===== src/core/rpm_defs.svh =====
`ifndef RPM_DEFS_SVH
`define RPM_DEFS_SVH
`define RPM_OFF_ACCESS 8'h00
`define RPM_OFF_ADDRPTR 8'h04
`define RPM_OFF_IRQ_STATUS 8'h08
`define RPM_OFF_IRQ_MASK 8'h0C
`define RPM_OFF_LOAD_IMAGE 8'h10
`define RPM_BIT_LOAD_DONE 21
`define RPM_BIT_RELOAD 20
`define RPM_BIT_MDIO_IN 19
`define RPM_BIT_MDIR 18
`define RPM_BIT_MGMT_DATA_OUT_DRIVE 17
`define RPM_BIT_MDC 16
`define RPM_BIT_ONE_HI 15
`define RPM_BIT_MRD 14
`define RPM_BIT_MWR 13
`define RPM_BIT_BROM 12
`define RPM_BIT_SROM 11
`define RPM_BIT_XREG 10
`define RPM_BIT_ONE_LO_H 9
`define RPM_BIT_ONE_LO_L 8
`define RPM_BIT_SR_DOUT 3
`define RPM_BIT_SR_DIN 2
`define RPM_BIT_SR_CLK 1
`define RPM_BIT_SR_CS 0
`define RPM_RST_BROM 1'b1
`define RPM_RST_SROM 1'b0
`define RPM_RST_XREG 1'b1
`define RPM_RST_DATA 8'hFF
`define RPM_IRQ_LOAD_DONE 0
`define RPM_IRQ_READ_DONE 1
`define RPM_IRQ_WRITE_DONE 2
`define RPM_IRQ_W 3
`define RPM_LOAD_WORDS 16
`define RPM_LOAD_BITS 16
`endif


===== src/core/rpm_pkg.sv =====
package rpm_pkg;
  typedef enum logic [2:0] {
    RPM_IDLE = 3'b000,
    RPM_LD_CS = 3'b001,
    RPM_LD_SHIFT = 3'b010,
    RPM_LD_NEXT = 3'b011,
    RPM_ROM_RD = 3'b100,
    RPM_ROM_WR = 3'b101
  } rpm_state_t;
endpackage : rpm_pkg


===== src/core/rpm_access_port.sv =====
// The implementer's own choices: the register addresses and the address-and-strobe port.
`timescale 1ns/1ps
`include "rpm_defs.svh"
// Behaviour
// - Load-done bit 21 reads one after the serial ROM load finishes; zero after reset.
// - Writing one to bit 20 restarts the automatic serial ROM load.
// - Bit 19 reads the synchronised MDIO input level.
// - Bit 18 selects management direction; set means the port drives MDIO.
// - Bit 17 is driven onto MDIO as output data.
// - Bit 16 is driven onto the MDC pin.
// - Bit 14 starts a read of the boot ROM; it needs bit 12 set and bit 11 clear.
// - Bit 13 starts a write; boot ROM writes need multiplexed mode.
// - Bit 12, one after reset, routes the memory interface to the boot ROM.
// - Bit 11, zero after reset, selects serial ROM; bits 3:0 become its pins.
// - Bit 10, one after reset, selects an external register.
// - In boot ROM mode bits 7:0 hold the byte read or to be written.
// - In serial ROM mode bit 3 reads the serial ROM data output pin.
// - In serial ROM mode bit 2 drives the serial ROM data input pin.
// - In serial ROM mode bit 1 drives the serial ROM clock pin.
// - In serial ROM mode bit 0 drives the serial ROM chip select pin.
// - Address pointer bits 17:0 address the boot ROM in register access.
module rpm_access_port #(
  parameter int ADDR_W = 18,
  parameter int ROM_WAIT = 4,
  parameter int LOAD_HALF = 8
) (
  input wire logic CLK,
  input wire logic ARST_N,
  input wire logic [7:0] ADDR,
  input wire logic [31:0] WDATA,
  input wire logic WR,
  input wire logic RD,
  output logic [31:0] RDATA,
  output logic IRQ,
  input wire logic MUX_MODE,
  output logic MDC,
  input wire logic MDIO_I,
  output logic MDIO_O,
  output logic MDIO_OE,
  output logic SROM_CS,
  output logic SROM_CLK,
  output logic SROM_DI,
  input wire logic SROM_DO,
  output logic [ADDR_W-1:0] BROM_ADDR,
  output logic BROM_CE_N,
  output logic BROM_OE_N,
  output logic BROM_WE_N,
  output logic XREG_SEL,
  input wire logic [7:0] BROM_DATA_I,
  output logic [7:0] BROM_DATA_O,
  output logic BROM_DATA_OE,
  output logic [15:0] LOAD_WORD,
  output logic LOAD_WORD_VALID
);
  // ----------------------------------------------------------------
  // Register state
  // ----------------------------------------------------------------
  logic load_done, mdir, mgmt_data_out_drive, mdc, brom, srom, xreg;
  logic mrd, mwr;
  logic [7:0] data;
  logic [ADDR_W-1:0] addr_ptr;
  logic [`RPM_IRQ_W-1:0] irq_status, irq_mask, irq_set;
  logic mdio_s1, mdio_s2, sdo_s1, sdo_s2;
  logic mux_s1, mux_s2;
  logic [7:0] bd_s1, bd_s2;
  rpm_pkg::rpm_state_t state;
  logic [7:0] cnt;
  logic [4:0] bitn;
  logic [4:0] word;
  logic [15:0] shreg;
  logic ld_cs, ld_clk;
  logic reload_req;
  wire wr_acc = WR && (ADDR == `RPM_OFF_ACCESS);
  wire idle = (state == rpm_pkg::RPM_IDLE);
  // Boot ROM cycles start only from an idle sequencer with the boot ROM routed.
  wire rom_rd_go = wr_acc && brom && !srom && WDATA[`RPM_BIT_MRD];
  wire rom_wr_go = wr_acc && brom && !srom && WDATA[`RPM_BIT_MWR] && mux_s2;

  // ----------------------------------------------------------------
  // Input synchronisers
  // ----------------------------------------------------------------
  // The multiplexed-mode strap is a pin too and takes the same two stages.
  always_ff @(posedge CLK or negedge ARST_N) begin
    if (!ARST_N) begin
      mdio_s1 <= 1'b0;
      mdio_s2 <= 1'b0;
      sdo_s1 <= 1'b0;
      sdo_s2 <= 1'b0;
      bd_s1 <= 8'h00;
      bd_s2 <= 8'h00;
      mux_s1 <= 1'b0;
      mux_s2 <= 1'b0;
    end else begin
      mdio_s1 <= MDIO_I;
      mdio_s2 <= mdio_s1;
      sdo_s1 <= SROM_DO;
      sdo_s2 <= sdo_s1;
      bd_s1 <= BROM_DATA_I;
      bd_s2 <= bd_s1;
      mux_s1 <= MUX_MODE;
      mux_s2 <= mux_s1;
    end
  end

  // ----------------------------------------------------------------
  // Access register fields
  // ----------------------------------------------------------------
  always_ff @(posedge CLK or negedge ARST_N) begin
    if (!ARST_N) begin
      mdir <= 1'b0;
      mgmt_data_out_drive <= 1'b0;
      mdc <= 1'b0;
      brom <= `RPM_RST_BROM;
      srom <= `RPM_RST_SROM;
      xreg <= `RPM_RST_XREG;
    end else if (wr_acc) begin
      mdir <= WDATA[`RPM_BIT_MDIR];
      mgmt_data_out_drive <= WDATA[`RPM_BIT_MGMT_DATA_OUT_DRIVE];
      mdc <= WDATA[`RPM_BIT_MDC];
      brom <= WDATA[`RPM_BIT_BROM];
      srom <= WDATA[`RPM_BIT_SROM];
      xreg <= WDATA[`RPM_BIT_XREG];
    end
  end

  // Data byte: written by software, or loaded by a completed boot ROM read.
  always_ff @(posedge CLK or negedge ARST_N) begin
    if (!ARST_N) begin
      data <= `RPM_RST_DATA;
    end else if (state == rpm_pkg::RPM_ROM_RD && cnt == 8'h00) begin
      data <= bd_s2;
    end else if (wr_acc) begin
      data <= WDATA[7:0];
    end
  end

  // The pointer has no defined reset value; zero is used here.
  always_ff @(posedge CLK or negedge ARST_N) begin
    if (!ARST_N) begin
      addr_ptr <= '0;
    end else if (WR && ADDR == `RPM_OFF_ADDRPTR) begin
      addr_ptr <= WDATA[ADDR_W-1:0];
    end
  end

  // ----------------------------------------------------------------
  // Sequencer: serial ROM auto load and boot ROM cycles
  // ----------------------------------------------------------------
  // Read and write triggers read back as one until the cycle finishes.
  always_ff @(posedge CLK or negedge ARST_N) begin
    if (!ARST_N) begin
      state <= rpm_pkg::RPM_LD_CS;
      cnt <= 8'h00;
      bitn <= 5'h00;
      word <= 5'h00;
      shreg <= 16'h0000;
      ld_cs <= 1'b0;
      ld_clk <= 1'b0;
      mrd <= 1'b0;
      mwr <= 1'b0;
      reload_req <= 1'b0;
    end else begin
      if (wr_acc && WDATA[`RPM_BIT_RELOAD]) begin
        reload_req <= 1'b1;
      end
      case (state)
        rpm_pkg::RPM_IDLE: begin
          if (reload_req) begin
            reload_req <= 1'b0;
            word <= 5'h00;
            state <= rpm_pkg::RPM_LD_CS;
          end else if (rom_rd_go) begin
            mrd <= 1'b1;
            cnt <= 8'(ROM_WAIT);
            state <= rpm_pkg::RPM_ROM_RD;
          end else if (rom_wr_go) begin
            mwr <= 1'b1;
            cnt <= 8'(ROM_WAIT);
            state <= rpm_pkg::RPM_ROM_WR;
          end
        end
        rpm_pkg::RPM_LD_CS: begin
          ld_cs <= 1'b1;
          ld_clk <= 1'b0;
          bitn <= 5'h00;
          cnt <= 8'(LOAD_HALF);
          state <= rpm_pkg::RPM_LD_SHIFT;
        end
        rpm_pkg::RPM_LD_SHIFT: begin
          if (cnt != 8'h00) begin
            cnt <= cnt - 8'h01;
          end else begin
            cnt <= 8'(LOAD_HALF);
            ld_clk <= !ld_clk;
            if (ld_clk) begin
              shreg <= {shreg[14:0], sdo_s2};
              bitn <= bitn + 5'h01;
              if (bitn == 5'(`RPM_LOAD_BITS - 1)) begin
                state <= rpm_pkg::RPM_LD_NEXT;
              end
            end
          end
        end
        rpm_pkg::RPM_LD_NEXT: begin
          ld_cs <= 1'b0;
          ld_clk <= 1'b0;
          word <= word + 5'h01;
          if (word == 5'(`RPM_LOAD_WORDS - 1)) begin
            state <= rpm_pkg::RPM_IDLE;
          end else begin
            state <= rpm_pkg::RPM_LD_CS;
          end
        end
        rpm_pkg::RPM_ROM_RD, rpm_pkg::RPM_ROM_WR: begin
          if (cnt != 8'h00) begin
            cnt <= cnt - 8'h01;
          end else begin
            mrd <= 1'b0;
            mwr <= 1'b0;
            state <= rpm_pkg::RPM_IDLE;
          end
        end
        default: begin
          state <= rpm_pkg::RPM_IDLE;
        end
      endcase
    end
  end

  // Each assembled word is offered to the configuration logic for one cycle.
  always_ff @(posedge CLK or negedge ARST_N) begin
    if (!ARST_N) begin
      LOAD_WORD <= 16'h0000;
      LOAD_WORD_VALID <= 1'b0;
    end else begin
      LOAD_WORD_VALID <= (state == rpm_pkg::RPM_LD_NEXT);
      if (state == rpm_pkg::RPM_LD_NEXT) begin
        LOAD_WORD <= shreg;
      end
    end
  end

  // Load-done rises with the last word and falls on a reload request.
  always_ff @(posedge CLK or negedge ARST_N) begin
    if (!ARST_N) begin
      load_done <= 1'b0;
    end else if (irq_set[`RPM_IRQ_LOAD_DONE]) begin
      load_done <= 1'b1;
    end else if (wr_acc && WDATA[`RPM_BIT_RELOAD]) begin
      load_done <= 1'b0;
    end
  end

  // ----------------------------------------------------------------
  // Interrupts
  // ----------------------------------------------------------------
  always_comb begin
    irq_set = '0;
    irq_set[`RPM_IRQ_LOAD_DONE] = (state == rpm_pkg::RPM_LD_NEXT) &&
                                  (word == 5'(`RPM_LOAD_WORDS - 1));
    irq_set[`RPM_IRQ_READ_DONE] = (state == rpm_pkg::RPM_ROM_RD) && (cnt == 8'h00);
    irq_set[`RPM_IRQ_WRITE_DONE] = (state == rpm_pkg::RPM_ROM_WR) && (cnt == 8'h00);
  end

  // Set wins over a simultaneous write-one clear.
  always_ff @(posedge CLK or negedge ARST_N) begin
    if (!ARST_N) begin
      irq_status <= '0;
    end else begin
      irq_status <= (irq_status & ~((WR && ADDR == `RPM_OFF_IRQ_STATUS) ?
                     WDATA[`RPM_IRQ_W-1:0] : '0)) | irq_set;
    end
  end

  always_ff @(posedge CLK or negedge ARST_N) begin
    if (!ARST_N) begin
      irq_mask <= '0;
    end else if (WR && ADDR == `RPM_OFF_IRQ_MASK) begin
      irq_mask <= WDATA[`RPM_IRQ_W-1:0];
    end
  end

  assign IRQ = |(irq_status & irq_mask);

  // ----------------------------------------------------------------
  // Pins
  // ----------------------------------------------------------------
  // The load sequencer owns the serial ROM pins until it returns idle.
  assign MDC = mdc;
  assign MDIO_O = mgmt_data_out_drive;
  assign MDIO_OE = mdir;
  assign SROM_CS = idle ? (srom & data[`RPM_BIT_SR_CS]) : ld_cs;
  assign SROM_CLK = idle ? (srom & data[`RPM_BIT_SR_CLK]) : ld_clk;
  assign SROM_DI = idle & srom & data[`RPM_BIT_SR_DIN];
  assign BROM_ADDR = addr_ptr;
  assign BROM_CE_N = !(mrd || mwr);
  assign BROM_OE_N = !mrd;
  assign BROM_WE_N = !mwr;
  assign BROM_DATA_O = data;
  assign BROM_DATA_OE = mwr;
  assign XREG_SEL = xreg;

  // ----------------------------------------------------------------
  // Read port
  // ----------------------------------------------------------------
  logic [31:0] acc_word;
  always_comb begin
    acc_word = 32'h00000000;
    acc_word[`RPM_BIT_LOAD_DONE] = load_done;
    acc_word[`RPM_BIT_MDIO_IN] = mdio_s2;
    acc_word[`RPM_BIT_MDIR] = mdir;
    acc_word[`RPM_BIT_MGMT_DATA_OUT_DRIVE] = mgmt_data_out_drive;
    acc_word[`RPM_BIT_MDC] = mdc;
    acc_word[`RPM_BIT_ONE_HI] = 1'b1;
    acc_word[`RPM_BIT_MRD] = mrd;
    acc_word[`RPM_BIT_MWR] = mwr;
    acc_word[`RPM_BIT_BROM] = brom;
    acc_word[`RPM_BIT_SROM] = srom;
    acc_word[`RPM_BIT_XREG] = xreg;
    acc_word[`RPM_BIT_ONE_LO_H] = 1'b1;
    acc_word[`RPM_BIT_ONE_LO_L] = 1'b1;
    acc_word[7:0] = data;
    if (srom) begin
      acc_word[`RPM_BIT_SR_DOUT] = sdo_s2;
    end
  end

  always_ff @(posedge CLK or negedge ARST_N) begin
    if (!ARST_N) begin
      RDATA <= 32'h00000000;
    end else if (RD) begin
      case (ADDR)
        `RPM_OFF_ACCESS: RDATA <= acc_word;
        `RPM_OFF_ADDRPTR: RDATA <= 32'(addr_ptr);
        `RPM_OFF_IRQ_STATUS: RDATA <= 32'(irq_status);
        `RPM_OFF_IRQ_MASK: RDATA <= 32'(irq_mask);
        `RPM_OFF_LOAD_IMAGE: RDATA <= {16'h0000, LOAD_WORD};
        default: RDATA <= 32'h00000000;
      endcase
    end else begin
      RDATA <= 32'h00000000;
    end
  end
endmodule : rpm_access_port


===== config.mk =====
export PLATFORM = sky130hd
export DESIGN_NAME = rpm_access_port
export DESIGN_NICKNAME = d
export VERILOG_FILES = /design/src/core/rpm_pkg.sv /design/src/core/rpm_access_port.sv
export VERILOG_INCLUDE_DIRS = /design/src /design/src/core
export SDC_FILE = /design/constraint.sdc
export NUM_CORES = 1
export LEC_CHECK = 0
export BUFFER_PORTS_ARGS = -buffer_cell sky130_fd_sc_hd__buf_2
export CAP_MARGIN = 20
export CORE_ASPECT_RATIO = 1.25
export CORE_MARGIN = 2
export CORE_UTILIZATION = 35
export DETAILED_ROUTE_END_ITERATION = 6
export HOLD_SLACK_MARGIN = 0.08
export PLACE_DENSITY = 0.64
export SYNTH_ARGS = -nofsm -noshare
export SYNTH_HDL_FRONTEND = slang
export SYNTH_SLANG_ARGS = --single-unit
export TNS_END_PERCENT = 20

===== constraint.sdc =====
create_clock -name CLK -period 2.52 [get_ports CLK]
set_input_delay 0 -clock CLK [delete_from_list [all_inputs] [get_ports CLK]]
set_output_delay 0 -clock CLK [all_outputs]
set_load 0.005 [all_outputs]

Yosys cells after proc, flatten, opt, wreduce, memory -nomap -nowiden
Cells that the tools add are included.
{"block": "word_totals", "register_bits": 152, "input_bits": 55, "out_inout_bits": 87, "wordCells": 153}
{"block": "op_classes", "addsub": 3, "eq_ne": 23, "mux": 44, "bitwise_logic": 9, "reduce_logical": 42}
{"operator": "case mux 22 bit (5 select lines)", "count": 1}
{"operator": "2-to-1 mux 8 bit", "count": 7}
{"operator": "2-to-1 mux 32 bit", "count": 1}
{"operator": "case mux 8 bit (4 select lines)", "count": 1}
{"operator": "2-to-1 mux 3 bit", "count": 8}
{"operator": "case mux 5 bit (2 select lines)", "count": 2}
{"operator": "equality test 8 x 4 -> 1 bit, second input constant", "count": 2}
{"operator": "logical NOT 8 bit", "count": 2}
{"operator": "2-to-1 mux 1 bit", "count": 16}
{"operator": "!= test 2 bit, second input constant", "count": 8}
{"operator": "2-to-1 mux 5 bit", "count": 3}
{"operator": "case mux 3 bit (5 select lines)", "count": 1}
{"operator": "nonzero test 2 bit", "count": 7}
{"operator": "logical AND 1 bit", "count": 13}
{"operator": "adder 5 x 1 -> 5 bit, second input constant", "count": 2}
{"operator": "equality test 5 x 4 -> 1 bit, second input constant", "count": 2}
{"operator": "AND reduction 5 bit", "count": 2}
{"operator": "equality test 8 x 3 -> 1 bit, second input constant", "count": 1}
{"operator": "equality test 8 x 5 -> 1 bit, second input constant", "count": 1}
{"operator": "case mux 1 bit (2 select lines)", "count": 4}
{"operator": "AND reduction 4 bit", "count": 2}
{"operator": "nonzero test 8 bit", "count": 1}
{"operator": "subtractor 8 x 1 -> 8 bit, second input constant", "count": 1}
{"operator": "AND 3 bit", "count": 2}
{"operator": "18 further kinds", "count": 31}

Depth between registers and ports, before layout
{"block": "depth", "depth_word": 10, "ltp_mapped": 9, "ltp_nobuf": 7}

Worst setup path before layout
Ideal clock, no wire load.
{"block": "synth_timing", "kind": "reg2reg", "startpoint": "reg cnt[0]", "endpoint": "reg cnt[1]", "setup_ns": 0.125, "arrival_ns": 2.200, "required_ns": 2.395, "slack_ns": 0.195, "stages_incl_launch_ff": 9, "n_path_buf": 1, "period_less_slack_ns": 2.325, "path_cell_list": "dfrtp_1 > inv_1 > ha_1 > or4b_4 > buf_6 > or4_4 > a21oi_1 > nor3_1 > mux2_2"}
{"block": "synth_via", "elab_chain_len": 3, "word_cells_on_any_way": 7, "cone_classes": "add/sub (1); eq/ne (1); mux (3); reduce/logical (2)"}
{"item": "start, declared", "line_no": "rpm_access_port.sv:67", "source": "logic [7:0] cnt;"}
{"item": "start signal, assigned", "line_no": "rpm_access_port.sv:174", "source": "cnt <= 8'(ROM_WAIT);"}
{"item": "start signal, assigned", "line_no": "rpm_access_port.sv:178", "source": "cnt <= 8'(ROM_WAIT);"}
{"item": "start signal, assigned", "line_no": "rpm_access_port.sv:186", "source": "cnt <= 8'(LOAD_HALF);"}
{"item": "subtractor 8 x 1 -> 8 bit / nonzero test 8 bit (equally long branches)"}
{"item": "2-to-1 mux 8 bit (tied with other cells)", "line_no": "rpm_access_port.sv:215", "source": "if (cnt != 8'h00) begin"}
{"item": "case mux 8 bit (4 select lines) / AND reduction 4 bit (equally long branches)"}
Several ways; a longest one is shown, not always the timed one. The select of a mux whose other input is x is not followed.
A chain may end at the register's enable or synchronous reset.

Worst setup path in the final report
{"block": "layout_timing", "startpoint": "reg cnt[0]", "endpoint": "reg cnt[5]"}
Same word-level chain as after synthesis.

==> impl_metrics.yaml <==
status:
  outcome: "finished clean"
global_route:
  grt_use_met2: 0.3335
  grt_pass1_vias: 5036
  grt_usage: 0.1904
  grt_max_degree: 79
  grt-ovfl-total: 0
  grt-busiest-layer: "met2"
  antenna_found_initial: 0
  grt_use_met3: 0.04142
  grt_pass1_wl_um: 26750
  globalRouteMet1Util: 0.2306
cells_and_area:
  stdcell_area_sq_um: 8068
  final_common_cell: "dfrtp_1"
  utilization: 0.4771
  final_cell_mix: "130 x dfrtp_1, 117 x buf_2, 82 x nand2_1, 56 x mux2_2"
  area_growth_pct: 32.67
  nNetsFinal: 770
  final_layout_size_suffix_gt1_frac: 0.3444
  fill_cells: 1527
  antenna_cells: 0
cts:
  root_buffer: "clkbuf_16"
  postCtsSetupBuffers: 0
  clk_pin_slew_ps: 60
  clk-insertion-delay-late_ps: 420
  cts_tree: "yes"
  numCtsBuffers: 17
  cts.sinks: 141
  htree_levels: 4
  cts_buffer_depth: 2
placed_design:
  gp_congestion: 0.8425
  hpwl_um: 11770
  dp_slack_ps: 29.33
  numPortBuffers: 118
  dpl_cell_area_sq_um: 6997
yosys:
  ys_async_sr_fraction: 1.000
  synth_area_sq_um: 6081
  synth_area_per_cell_sq_um: 11.41
  ys_seq_area_frac: 0.5825
  synthFlopType: "dfrtp_1"
  synth_edf_count: 0
  netlist_instances: 533
  synth_cell_types: 52
  ys.warnings.count: 0
  synth-seq-cells: 141
sta:
  slew_headroom: 0.5228
  fmax_mhz: 422.9
  min_period_ps: 2365
  finalCritPeriodShare: 0.9383
  worstMarginPinSlew_ps: 715.8
  slew_viol_final: 0
  setup_viol: 0
  hold_slack_ps: 136.0
  finalHoldViolations: 0
  final.setup.tns_ps: 0
  fin_ws_ps: 155.4
  clock_skew_ps: 7.159
  grt_setup_unrepaired: "false"
routing:
  routedWlPerCell_um: 17.85
  firstDrtPassIters: 4
  drtAntennaViolNets: 0
  vias_per_cell: 5.103
  route.detailed.drc: 0
  finalWirelength_um: 16830
  drtIter0Drc: 281
  vias: 4812
power_and_ir_drop:
  pwr-share-seq: 0.445
  peakVddDrop_mv: 0.4842
  p_clk_frac: 0.506
  netSwitchingPower_mw: 1.116
  p_leak_nw: 4.068
  p_comb_frac: 0.048
  p_int_mw: 4.153
  p_per_area_nw_per_um2: 653.1
  switching_share: 0.2117
floorplan:
  initial_core_util: 0.3596
  rows: 53
  core-area_sq_um: 16910
  die_h_um: 151.4
  die_w_um: 121.9
  io_pins: 142
  design.die.area_sq_um: 18450
worst_setup_path:
  cp_data_required_time_ps: 2820
  path_max_fanout: 6
  reg2regPathDepth: 7
  path_class: "register to register"
  start_kind: "register"
  cp.arrival_ps: 2660
  critPathCaptureType: "register"
run:
  drv_cap: 0
min_path:
  hp-class: "input port to register"
  min_delay_path_depth: 4
==> logic make-up after synthesis <==
kind of cell,count (synthesis),synth area share
AOI/OAI and AO/OA,100,0.1086
DFF,141,0.5825
adders and majority gates,5,0.01029
other,1,0.0006167
and+or+nand+nor,168,0.1321
buffers and inverters,48,0.03909
xor gates and xnor gates,1,0.001441
muxes,69,0.1253
==> repair_timing <==
| action | in CTS | in global routing |
|---|---|---|
| setup endpoints to repair | 0 | 4 |
| endpoints found under the hold margin | 139 | 0 |
| hold buffers | 42 | 0 |
| gates resized for setup | 0 | 2 |
==> worst max-delay path, cell delays in order, from the launching register on <==
cell      delay, ps
dfrtp_1         370
inv_1            90
ha_1            200
or4b_4          550
nor4_4          280
o21ai_0         320
a211oi_1        310
o22ai_1         110
==> Yosys cell counts, types with 10 or more instances <==
cell / n / share of area
clkbuf_1: 17 / 0.010
mux2_2: 56 / 0.10
a22oi_1: 10 / 0.012
inv_1: 14 / 0.0086
buf_4: 11 / 0.014
o21ai_0: 17 / 0.014
a21oi_1: 30 / 0.025
nand2_1: 82 / 0.051
dfstp_2: 11 / 0.048
mux2i_1: 12 / 0.020
nor2_1: 42 / 0.026
dfrtp_1: 130 / 0.53
==> power by group through the flow <==
stage               combinational (mW)  sequential (mW)  clock [mW]
CTS                              0.258             2.35        2.70
global route                     0.282             2.35        2.80
detailed placement               0.208             2.39           0
global placement                 0.204             2.38           0
floorplan                       0.0759             2.38           0
finish                           0.255             2.35        2.67
==> area by class of cell <==
cell class	count	area, sq um	area share
flip-flops and latches	141	3542	0.4391
multi-input cells	354	2376	0.2945
repair buffers	182	1182	0.1466
clock buffers	23	508.0	0.06297
well taps	220	275.3	0.03412
clock inverters	9	131.4	0.01628
inverters	14	52.55	0.006514
==> layer usage <==
metal	vias to the layer above	wire [um]
met4	0	219
met5	-	0
met2	159	8931
li1	2227	-
met3	15	806
met1	2411	6871
==> flip-flops by register name, indices dropped and copies added (netlist names), 3 cells and up <==
| register | count |
|---|---|
| shreg | 16 |
| bd_s2 | 8 |
| LOAD_WORD | 16 |
| BROM_DATA_O | 8 |
| bd_s1 | 8 |
| cnt | 8 |
| BROM_ADDR | 18 |
| state | 3 |
| irq_status | 3 |
| bitn | 5 |
| irq_mask | 3 |
| word | 5 |
| RDATA | 21 |
==> through the flow <==
stage               total power, mW  instances
floorplan                     2.456        543
global placement              2.586        869
detailed placement            2.594        869
CTS                           5.310        943
global route                  5.436        943
finish                        5.269        943
==> worst paths after layout <==
check                              startpoint                         end  slack (ps)
setup / recovery           cnt[0]$_DFFE_PN0P_          cnt[5]$_DFFE_PN0P_         160
hold / removal                        ADDR[2]     irq_status[1]$_DFF_PN0_         140
setup reg to reg           cnt[0]$_DFFE_PN0P_          cnt[5]$_DFFE_PN0P_         160
hold reg to reg            bd_s1[3]$_DFF_PN0_          bd_s2[3]$_DFF_PN0_         350
max in group asynchronous              ARST_N  BROM_DATA_O[0]$_DFFE_PN1P_        1470
min in group asynchronous              ARST_N    BROM_ADDR[8]$_DFFE_PN0P_         170
(Power assumes the default switching activity.)
